[config.mk]
export PLATFORM = sky130hd
export DESIGN_NAME = lcch_top
export DESIGN_NICKNAME = d
export VERILOG_FILES = /design/src/lcch_pkg.sv /design/src/lcch_top.sv
export SDC_FILE = /design/constraint.sdc
export NUM_CORES = 1
export LEC_CHECK = 0
export BUFFER_PORTS_ARGS = -buffer_cell sky130_fd_sc_hd__buf_4
export CORE_MARGIN = 5
export CORE_UTILIZATION = 45
export CTS_BUF_LIST = sky130_fd_sc_hd__clkbuf_16
export DETAILED_ROUTE_END_ITERATION = 10
export GPL_ROUTABILITY_DRIVEN = 0
export PLACE_DENSITY = 0.78
export SLEW_MARGIN = 20
export SYNTH_ARGS = -nofsm -noshare
export SYNTH_HDL_FRONTEND = slang
export SYNTH_SLANG_ARGS = --single-unit
[constraint.sdc]
create_clock -name clk_sys -period 2.4 [get_ports clk_sys]
set_input_delay 0.24 -clock clk_sys [delete_from_list [all_inputs] [get_ports clk_sys]]
set_output_delay 0.24 -clock clk_sys [all_outputs]
set_load 0.02 [all_outputs]
[src/lcch_pkg.sv]
// package of constants and types for the link configuration command handler
// Functional notes
// - bits 13-16 enable 50G, 100G, 2.5G, 5G
// - bits 17-19 enable 200G, 400G, 800G
// - bit 22 NRZ, bit 23 PAM-4
// - modulation 00 default, 01/10/11 enables
// - bit 24 Firecode, bit 25 Reed-Solomon
// - zero correction field means no correction
// - bit 28 low-power ethernet, bit 29 training
// - bit 30 enables parallel detection
// - separate 32-bit vendor settings word
// - valid set-link always answered with 0x89
// - host driver active keeps link, reason 0x0901
// - auto-negotiation ignores unsupported speed bits
// - media conflict returns reason 0x0902
// - 0x0903 contradiction, 0x0904 power level exceeded
// - phy access failure returns reason 0x0906
// - 0x0907 serdes, 0x0908 correction unsupported
// - 0x0909 eee, 0x090a training, 0x090b parallel
// - codes apply only for supported capabilities
// - valid get-link-status always answered with 0x8a
// - status response layout with status words
// - status bit 0 is link up flag
package lcch_pkg;
  localparam logic [31:0] LCCH_ADDR_CTRL = 32'h0000_0000;
  localparam logic [31:0] LCCH_ADDR_PARAM = 32'h0000_0004;
  localparam logic [31:0] LCCH_ADDR_VENDOR = 32'h0000_0008;
  localparam logic [31:0] LCCH_ADDR_CAPS = 32'h0000_000c;
  localparam logic [31:0] LCCH_ADDR_STATUS = 32'h0000_0010;
  localparam logic [31:0] LCCH_ADDR_RESP = 32'h0000_0014;
  localparam logic [31:0] LCCH_ADDR_APPLIED = 32'h0000_0018;
  localparam logic [31:0] LCCH_ADDR_APPVEND = 32'h0000_001c;
  localparam logic [31:0] LCCH_ADDR_LSTAT = 32'h0000_0020;
  localparam logic [31:0] LCCH_ADDR_OTHER = 32'h0000_0024;
  localparam logic [31:0] LCCH_ADDR_VSTAT = 32'h0000_0028;
  localparam logic [31:0] LCCH_ADDR_CFG = 32'h0000_002c;
  // control register fields
  localparam int LCCH_CTRL_GO = 0;
  localparam int LCCH_CTRL_GET = 1;
  localparam int LCCH_CTRL_CSUM_ERR = 2;
  localparam int LCCH_CTRL_ID_ERR = 3;
  // parameter word fields
  localparam int LCCH_P_AUTONEG = 0;
  localparam int LCCH_P_SPD_LO = 1;
  localparam int LCCH_P_SPD_HI = 7;
  localparam int LCCH_P_XSPD_LO = 13;
  localparam int LCCH_P_XSPD_HI = 19;
  localparam int LCCH_P_NRZ = 22;
  localparam int LCCH_P_PAM4 = 23;
  localparam int LCCH_P_FIRECODE = 24;
  localparam int LCCH_P_RSFEC = 25;
  localparam int LCCH_P_EEE = 28;
  localparam int LCCH_P_LT = 29;
  localparam int LCCH_P_PDET = 30;
  // reserved bits 20,21,26,27,31 are cleared before use
  localparam logic [31:0] LCCH_P_USED_MASK = 32'h73cf_ffff;
  // config register fields
  localparam int LCCH_CFG_DRV = 0;
  localparam int LCCH_CFG_MEDIA = 1;
  localparam int LCCH_CFG_PCONF = 2;
  localparam int LCCH_CFG_POWER = 3;
  localparam int LCCH_CFG_PHYERR = 4;
  localparam int LCCH_CFG_LINK = 5;
  // response and reason codes
  localparam logic [7:0] LCCH_CMD_GET = 8'h0a;
  localparam logic [7:0] LCCH_RSP_SET = 8'h89;
  localparam logic [7:0] LCCH_RSP_GET = 8'h8a;
  localparam logic [15:0] LCCH_RC_OK = 16'h0000;
  localparam logic [15:0] LCCH_RC_FAIL = 16'h0001;
  localparam logic [15:0] LCCH_RSN_NONE = 16'h0000;
  localparam logic [15:0] LCCH_RSN_DRV = 16'h0901;
  localparam logic [15:0] LCCH_RSN_MEDIA = 16'h0902;
  localparam logic [15:0] LCCH_RSN_PCONF = 16'h0903;
  localparam logic [15:0] LCCH_RSN_POWER = 16'h0904;
  localparam logic [15:0] LCCH_RSN_SPEED = 16'h0905;
  localparam logic [15:0] LCCH_RSN_PHY = 16'h0906;
  localparam logic [15:0] LCCH_RSN_SERDES = 16'h0907;
  localparam logic [15:0] LCCH_RSN_FEC = 16'h0908;
  localparam logic [15:0] LCCH_RSN_EEE = 16'h0909;
  localparam logic [15:0] LCCH_RSN_LT = 16'h090a;
  localparam logic [15:0] LCCH_RSN_PDET = 16'h090b;
  // response byte counts
  localparam logic [7:0] LCCH_SET_RSP_LEN = 8'd46;
  localparam logic [7:0] LCCH_GET_RSP_LEN = 8'd46;
  localparam logic [7:0] LCCH_SET_CSUM_OFS = 8'd20;
  localparam logic [7:0] LCCH_GET_CSUM_OFS = 8'd32;
  localparam logic [1:0] LCCH_RESP_OKAY = 2'b00;
  localparam logic [1:0] LCCH_RESP_SLVERR = 2'b10;
  localparam logic [31:0] LCCH_CAPS_RESET = 32'hffff_ffff;

  // response summary as seen by software
  typedef struct packed {
    logic [7:0] rsp_type;
    logic [7:0] csum_ofs;
    logic [15:0] reason;
  } lcch_resp_s;

  typedef enum logic [1:0] {
    LCCH_IDLE = 2'b00,
    LCCH_EVAL = 2'b01,
    LCCH_DONE = 2'b11
  } lcch_state_e;
endpackage

[src/lcch_top.sv]
// link configuration command handler with axi4-lite register access
//
// Added by the designer: the AXI4-Lite register port and the register offsets.
module lcch_top (
  input wire logic clk_sys, // 25 mhz system clock
  input wire logic rst_n, // synchronous reset, active low
  input wire logic [31:0] s_axi_awaddr, // write address
  input wire logic s_axi_awvalid, // write address valid
  output logic s_axi_awready, // write address ready
  input wire logic [31:0] s_axi_wdata, // write data
  input wire logic [3:0] s_axi_wstrb, // write byte strobes
  input wire logic s_axi_wvalid, // write data valid
  output logic s_axi_wready, // write data ready
  output logic [1:0] s_axi_bresp, // write response
  output logic s_axi_bvalid, // write response valid
  input wire logic s_axi_bready, // write response ready
  input wire logic [31:0] s_axi_araddr, // read address
  input wire logic s_axi_arvalid, // read address valid
  output logic s_axi_arready, // read address ready
  output logic [31:0] s_axi_rdata, // read data
  output logic [1:0] s_axi_rresp, // read response
  output logic s_axi_rvalid, // read data valid
  input wire logic s_axi_rready, // read data ready
  output logic [31:0] link_param_word, // applied parameter word
  output logic [31:0] vendor_link_settings_word, // applied vendor word
  output logic link_apply_pulse, // one cycle when link settings change
  output logic rsp_ready_pulse // one cycle when a response is built
);
  import lcch_pkg::*;

  lcch_state_e state_r;
  logic [31:0] param_r, vendor_r, caps_r, cfg_r;
  logic [31:0] lstat_r, other_r, vstat_r;
  logic get_r;
  logic [31:0] applied_r, appvend_r;
  lcch_resp_s resp_r;
  logic [7:0] rc_r;
  logic done_r, apply_r;
  logic [31:0] awaddr_r, wdata_r;
  logic [3:0] wstrb_r;
  logic aw_have_r, w_have_r, bvalid_r, rvalid_r;
  logic [31:0] rdata_r;
  logic [1:0] bresp_r, rresp_r;
  logic go_write, start;
  logic [31:0] pw;
  logic [15:0] reason_nxt;
  logic [7:0] rc_nxt;
  logic [13:0] fspd, fsup;

  // population count greater than one
  function automatic logic multi_hot(input logic [13:0] v);
    return (v & (v - 14'h0001)) != 14'h0000;
  endfunction

  // merge byte strobes into an old word
  function automatic logic [31:0] merge(input logic [31:0] old, input logic [31:0] nw, input logic [3:0] st);
    logic [31:0] m;
    m = old;
    for (int i = 0; i < 4; i++) begin
      if (st[i]) begin
        m[8*i +: 8] = nw[8*i +: 8];
      end
    end
    return m;
  endfunction

  // axi write channel capture, address and data in either order
  assign s_axi_awready = !aw_have_r && !bvalid_r;
  assign s_axi_wready = !w_have_r && !bvalid_r;
  assign go_write = aw_have_r && w_have_r && !bvalid_r;
  always_ff @(posedge clk_sys) begin
    if (!rst_n) begin
      aw_have_r <= 1'b0;
      w_have_r <= 1'b0;
      awaddr_r <= 32'h0000_0000;
      wdata_r <= 32'h0000_0000;
      wstrb_r <= 4'h0;
    end else begin
      if (s_axi_awvalid && s_axi_awready) begin
        aw_have_r <= 1'b1;
        awaddr_r <= s_axi_awaddr;
      end else if (go_write) begin
        aw_have_r <= 1'b0;
      end
      if (s_axi_wvalid && s_axi_wready) begin
        w_have_r <= 1'b1;
        wdata_r <= s_axi_wdata;
        wstrb_r <= s_axi_wstrb;
      end else if (go_write) begin
        w_have_r <= 1'b0;
      end
    end
  end

  // write response, unmapped or read-only address answers slverr
  always_ff @(posedge clk_sys) begin
    if (!rst_n) begin
      bvalid_r <= 1'b0;
      bresp_r <= LCCH_RESP_OKAY;
    end else if (go_write) begin
      bvalid_r <= 1'b1;
      bresp_r <= (awaddr_r[31:2] == LCCH_ADDR_CTRL[31:2] || awaddr_r[31:2] == LCCH_ADDR_PARAM[31:2] ||
                  awaddr_r[31:2] == LCCH_ADDR_VENDOR[31:2] || awaddr_r[31:2] == LCCH_ADDR_CAPS[31:2] ||
                  awaddr_r[31:2] == LCCH_ADDR_LSTAT[31:2] || awaddr_r[31:2] == LCCH_ADDR_OTHER[31:2] ||
                  awaddr_r[31:2] == LCCH_ADDR_VSTAT[31:2] || awaddr_r[31:2] == LCCH_ADDR_CFG[31:2])
                 ? LCCH_RESP_OKAY : LCCH_RESP_SLVERR;
    end else if (s_axi_bready) begin
      bvalid_r <= 1'b0;
    end
  end
  assign s_axi_bvalid = bvalid_r;
  assign s_axi_bresp = bresp_r;

  // writable registers, command word starts the handler
  assign start = go_write && awaddr_r[31:2] == LCCH_ADDR_CTRL[31:2] && wstrb_r[0] && wdata_r[LCCH_CTRL_GO]
                 && state_r == LCCH_IDLE;
  always_ff @(posedge clk_sys) begin
    if (!rst_n) begin
      param_r <= 32'h0000_0000;
      vendor_r <= 32'h0000_0000;
      caps_r <= LCCH_CAPS_RESET;
      cfg_r <= 32'h0000_0000;
      lstat_r <= 32'h0000_0000;
      other_r <= 32'h0000_0000;
      vstat_r <= 32'h0000_0000;
      get_r <= 1'b0;
    end else if (go_write) begin
      unique case (awaddr_r[31:2])
        LCCH_ADDR_PARAM[31:2]: param_r <= merge(param_r, wdata_r, wstrb_r);
        LCCH_ADDR_VENDOR[31:2]: vendor_r <= merge(vendor_r, wdata_r, wstrb_r);
        LCCH_ADDR_CAPS[31:2]: caps_r <= merge(caps_r, wdata_r, wstrb_r);
        LCCH_ADDR_CFG[31:2]: cfg_r <= merge(cfg_r, wdata_r, wstrb_r);
        LCCH_ADDR_LSTAT[31:2]: lstat_r <= merge(lstat_r, wdata_r, wstrb_r);
        LCCH_ADDR_OTHER[31:2]: other_r <= merge(other_r, wdata_r, wstrb_r);
        LCCH_ADDR_VSTAT[31:2]: vstat_r <= merge(vstat_r, wdata_r, wstrb_r);
        LCCH_ADDR_CTRL[31:2]: begin
          if (start) begin
            get_r <= wdata_r[LCCH_CTRL_GET];
          end
        end
        default: begin
        end
      endcase
    end
  end

  // drop flags: a bad packet neither changes the link nor answers
  logic bad_r;
  always_ff @(posedge clk_sys) begin
    if (!rst_n) begin
      bad_r <= 1'b0;
    end else if (start) begin
      bad_r <= wdata_r[LCCH_CTRL_CSUM_ERR] || wdata_r[LCCH_CTRL_ID_ERR];
    end
  end

  // command sequencing
  always_ff @(posedge clk_sys) begin
    if (!rst_n) begin
      state_r <= LCCH_IDLE;
    end else begin
      unique case (state_r)
        LCCH_IDLE: if (start) state_r <= LCCH_EVAL;
        LCCH_EVAL: state_r <= LCCH_DONE;
        LCCH_DONE: state_r <= LCCH_IDLE;
        default: state_r <= LCCH_IDLE;
      endcase
    end
  end

  // reason selection for the set-link command
  assign pw = param_r & LCCH_P_USED_MASK;
  // every speed keeps its own position, so 10m and 50g never merge into one bit
  assign fspd = {pw[LCCH_P_XSPD_HI:LCCH_P_XSPD_LO], pw[LCCH_P_SPD_HI:LCCH_P_SPD_LO]};
  assign fsup = {caps_r[LCCH_P_XSPD_HI:LCCH_P_XSPD_LO], caps_r[LCCH_P_SPD_HI:LCCH_P_SPD_LO]};
  always_comb begin
    reason_nxt = LCCH_RSN_NONE;
    if (cfg_r[LCCH_CFG_DRV]) begin
      reason_nxt = LCCH_RSN_DRV;
    end else if (cfg_r[LCCH_CFG_PHYERR]) begin
      reason_nxt = LCCH_RSN_PHY;
    end else if (cfg_r[LCCH_CFG_MEDIA]) begin
      reason_nxt = LCCH_RSN_MEDIA;
    end else if (cfg_r[LCCH_CFG_PCONF]) begin
      reason_nxt = LCCH_RSN_PCONF;
    end else if (cfg_r[LCCH_CFG_POWER]) begin
      reason_nxt = LCCH_RSN_POWER;
    end else if (!pw[LCCH_P_AUTONEG] && multi_hot(fspd)) begin
      reason_nxt = LCCH_RSN_SPEED;
    end else if (!pw[LCCH_P_AUTONEG] && |(fspd & ~fsup)) begin
      reason_nxt = LCCH_RSN_PCONF;
    end else if (|(pw[LCCH_P_PAM4:LCCH_P_NRZ] & ~caps_r[LCCH_P_PAM4:LCCH_P_NRZ])) begin
      reason_nxt = LCCH_RSN_SERDES;
    end else if (|(pw[LCCH_P_RSFEC:LCCH_P_FIRECODE] & ~caps_r[LCCH_P_RSFEC:LCCH_P_FIRECODE])) begin
      reason_nxt = LCCH_RSN_FEC;
    end else if (pw[LCCH_P_EEE] && !caps_r[LCCH_P_EEE]) begin
      reason_nxt = LCCH_RSN_EEE;
    end else if (pw[LCCH_P_LT] && !caps_r[LCCH_P_LT]) begin
      reason_nxt = LCCH_RSN_LT;
    end else if (pw[LCCH_P_PDET] && !caps_r[LCCH_P_PDET]) begin
      reason_nxt = LCCH_RSN_PDET;
    end
    if (get_r) begin
      reason_nxt = cfg_r[LCCH_CFG_PHYERR] ? LCCH_RSN_PHY : LCCH_RSN_NONE;
    end
    rc_nxt = (reason_nxt == LCCH_RSN_NONE) ? LCCH_RC_OK[7:0] : LCCH_RC_FAIL[7:0];
  end

  // response build and link apply
  always_ff @(posedge clk_sys) begin
    if (!rst_n) begin
      resp_r <= '0;
      rc_r <= 8'h00;
      applied_r <= 32'h0000_0000;
      appvend_r <= 32'h0000_0000;
      done_r <= 1'b0;
      apply_r <= 1'b0;
    end else begin
      done_r <= 1'b0;
      apply_r <= 1'b0;
      if (state_r == LCCH_EVAL && !bad_r) begin
        done_r <= 1'b1;
        rc_r <= rc_nxt;
        resp_r.reason <= reason_nxt;
        resp_r.rsp_type <= get_r ? LCCH_RSP_GET : LCCH_RSP_SET;
        resp_r.csum_ofs <= get_r ? LCCH_GET_CSUM_OFS : LCCH_SET_CSUM_OFS;
        if (!get_r && reason_nxt == LCCH_RSN_NONE) begin
          // all-zero correction field applies no correction
          applied_r <= pw;
          appvend_r <= vendor_r;
          apply_r <= 1'b1;
        end
      end
    end
  end
  assign link_param_word = applied_r;
  assign vendor_link_settings_word = appvend_r;
  assign link_apply_pulse = apply_r;
  assign rsp_ready_pulse = done_r;

  // read channel
  assign s_axi_arready = !rvalid_r;
  always_ff @(posedge clk_sys) begin
    if (!rst_n) begin
      rvalid_r <= 1'b0;
      rdata_r <= 32'h0000_0000;
      rresp_r <= LCCH_RESP_OKAY;
    end else if (s_axi_arvalid && s_axi_arready) begin
      rvalid_r <= 1'b1;
      rresp_r <= LCCH_RESP_OKAY;
      unique case (s_axi_araddr[31:2])
        LCCH_ADDR_CTRL[31:2]: rdata_r <= {30'h0, state_r != LCCH_IDLE, get_r};
        LCCH_ADDR_PARAM[31:2]: rdata_r <= param_r;
        LCCH_ADDR_VENDOR[31:2]: rdata_r <= vendor_r;
        LCCH_ADDR_CAPS[31:2]: rdata_r <= caps_r;
        LCCH_ADDR_STATUS[31:2]: rdata_r <= {resp_r.rsp_type, LCCH_GET_RSP_LEN, rc_r, resp_r.csum_ofs};
        LCCH_ADDR_RESP[31:2]: rdata_r <= {8'h00, rc_r, resp_r.reason};
        LCCH_ADDR_APPLIED[31:2]: rdata_r <= applied_r;
        LCCH_ADDR_APPVEND[31:2]: rdata_r <= appvend_r;
        LCCH_ADDR_LSTAT[31:2]: rdata_r <= {lstat_r[31:1], cfg_r[LCCH_CFG_LINK]};
        LCCH_ADDR_OTHER[31:2]: rdata_r <= other_r;
        LCCH_ADDR_VSTAT[31:2]: rdata_r <= vstat_r;
        LCCH_ADDR_CFG[31:2]: rdata_r <= cfg_r;
        default: begin
          rdata_r <= 32'h0000_0000;
          rresp_r <= LCCH_RESP_SLVERR;
        end
      endcase
    end else if (s_axi_rready) begin
      rvalid_r <= 1'b0;
    end
  end
  assign s_axi_rvalid = rvalid_r;
  assign s_axi_rdata = rdata_r;
  assign s_axi_rresp = rresp_r;
endmodule

==> metrics <==
First-pass DRT Iterations 11; critical path startpoint category flip-flop; MaxCap Viol Count 0; post-layout util between 50% and 60%; Clock Skews about 0.014 ns; CTS tree yes; hold crit path type input pin to flip-flop; Mapped Cells about 2200; synthesized area 16900 um2; Max H-tree Level 2; EDFF count, synth 0; failing checks design-rule violations, negative setup slack; Least-Margin Pin Slew between 0.9 and 1 ns; DIE AREA 41500 um2; CTS root buffer clkbuf_16; layout cells sized above 1 16.6%; met1 Usage GRT a little over a third; DR vias/cell 5.82; # setup viols final 30; Area Growth Syn to Fin 27.8%; chip height 204 um; hpwl dp between 40000 and 50000 um; Congestion Overflow GR 0; placed inst area roughly 20000 um2; # nets final around 2600; CTS Buffer Depth 3; reg2reg start param_r[2]; dominant synthesized flop cell dfxtp_1; Post-synth ARST share 0%; starting DRC count in detailed routing 2225; pre-CTS WS -0.103 ns; met3 Use GR 6.52%; Seq cells post-synth 401; first-pass GRT wire length between 90000 and 100000 um; fin. max-slew vios 0; largest net degree at the start of global routing ~120; critical path peak fanout 9; Peak VDD IR around 0.44 mV; DRC 1; CP required about 2.9 ns; Seq/Total Area, Yosys 47.5%; Hold Fails Final Rpt 0; Tmin final 2.44 ns; Sink Count between 400 and 500; Crit Path Category flip-flop to flip-flop; # rows 71; clk_lat worst skew 0.53 ns; via count between 15000 and 20000; slew margin rel. about a third; unrepaired setup endpoints after global routing true; Core ar. 37400 um2; distinct cell type count after synthesis 60; CP endpoint kind flip-flop; TritonCTS Buffers 42; LEAKAGE ~7.8 nW; f_max approximately 0.4 GHz; Synth Area per Inst just under 8 um2; Setup crit start param_r[2]; initial antenna violation count 0; period utilisation layout 102%; WL/cell 19.9 um; GR Util met2 between 40% and 50%; Worst-path clk slew about 0.060 ns; GR Util All Layers ~27%; Pwr Density around 630 nW/um2; die width 204 um; fin worst setup slack -0.0448 ns; layer with the highest usage met2; post-route ant nets 0; Final Cell Area 21600 um2; TNS Setup -0.659 ns; Routed WL 59800 um; status finished with violations; Ports between 200 and 250; number of global-route vias before repair approximately 17000; Antenna Cells 0; initial core utilization between 40 and 50%; Worst Hold Launch s_axi_arvalid; total power around 14 mW; Data arrival, critical path around 2.9 ns; Yosys warning count 0; number of I/O port buffers a little over 200
[cell usage after synthesis, drive strengths merged (4+ instances only)]
cell	number	area share, %
dfxtp	401	48
a22o	5	0.26
a221oi	12	0.62
nand3	50	1.5
nand2b	7	0.26
a21oi	308	9.1
nand2	759	17
or4	5	0.22
o211ai	7	0.31
nor2b	6	0.22
inv	25	0.56
nand4	6	0.22
o21ai	30	0.89
nor3	25	0.89
a31oi	18	0.67
a211oi	9	0.43
and2	30	1.1
mux2	10	0.67
nor4	24	0.98
nor2	66	1.5
a22oi	52	2.3
buf	29	1.0
o22ai	8	0.30
a31o	4	0.21
mux2i	65	3.9
a222oi	32	1.9
and3	21	0.78
clkbuf	122	2.7
[stage by stage]
stage | std cells | hold slack, ns
floorplan | 2184 | 0.339
global placement | 2856 | 0.432
detailed placement | 2856 | 0.434
CTS | 2998 | 0.00306
global route | 3002 | 0.0498
finish | 3002 | 0.00634
[final timing paths]
kind	end	slack (ns)	depth (start not counted)
setup reg to reg	link_param_word[8]	-0.04	9
hold / removal	s_axi_rvalid	0.006	3
hold reg to reg	vstat_r[4]	0.45	2
setup / recovery	link_param_word[8]	-0.04	9
[where the power goes]
group          switching [mW]  total (mW)  internal, mW
clock network            2.59        6.04          3.45
registers               0.129        6.87          6.74
logic                   0.442       0.761         0.319
[critical path: stages (launching register included)]
cell and delay (ns):
dfxtp_1 0.31, buf_4 0.17, a2111oi_1 0.50, o22ai_2 0.18
a211oi_4 0.29, o21bai_2 0.12, nor3_4 0.19, buf_6 0.22
clkbuf_16 0.20, mux2i_1 0.19
[cells in the final DEF (no fill, tap or decap), drive strengths merged, types with 8 or more instances in the layout]
cell,count
inv,38
a211oi,9
mux2,10
nor2,66
clkinv,15
and2,30
and3,21
o21ai,30
a21oi,308
nand2,759
o22ai,8
clkbuf,47
nor3,25
a22oi,52
mux2i,65
nand3,50
a221oi,12
dlygate4sd3,67
a31oi,18
a222oi,32
nor4,24
dfxtp,401
buf,316
[repair_timing]
item,CTS,global route
hold buffers,67,0
pin swaps,1,5
buffers inserted,1,2
gates cloned,1,2
endpoints found under the setup margin,61,79
endpoints found under the hold margin,67,0
gates resized for setup,11,9
[kinds of logic after synthesis]
kind of cell / Yosys count / share of synthesized area [%]
multiplexers: 76 / 4.65
other: 1 / 0.0222
AO/OA/AOI/OAI: 505 / 18.0
adder cells (fa/ha/maj): 2 / 0.119
AND/OR/NAND/NOR: 1016 / 25.3
flip-flops: 401 / 47.5
buffers and inverters: 177 / 4.34
[state kept, by name, summed over array words and instances, names as in the netlist, 2 cells and up]
register	cells
vstat_r	32
awaddr_r	30
state_r	2
vendor_link_settings_word	32
wstrb_r	4
cfg_r	32
lstat_r	31
s_axi_rdata	32
link_param_word	27
caps_r	32
other_r	32
vendor_r	32
resp_r	8
wdata_r	32
param_r	32
[cell type report]
cell class / count / area [um2]
clock buffer: 45 / 1130
clock inverter: 28 / 138
fill: 3170 / 15800
inverter: 26 / 105
multi-input combinational: 1606 / 8280
sequential: 401 / 8030
tap: 511 / 639
timing repair buffer: 385 / 3270
[per-layer routing]
metal / wire length, um / up-vias
li1: - / 8032
met1: 23000 / 8078
met2: 26700 / 1123
met3: 6950 / 224
met4: 3170 / 0
met5: 0 / -
No activity file was read; power rests on OpenSTA's default activity.
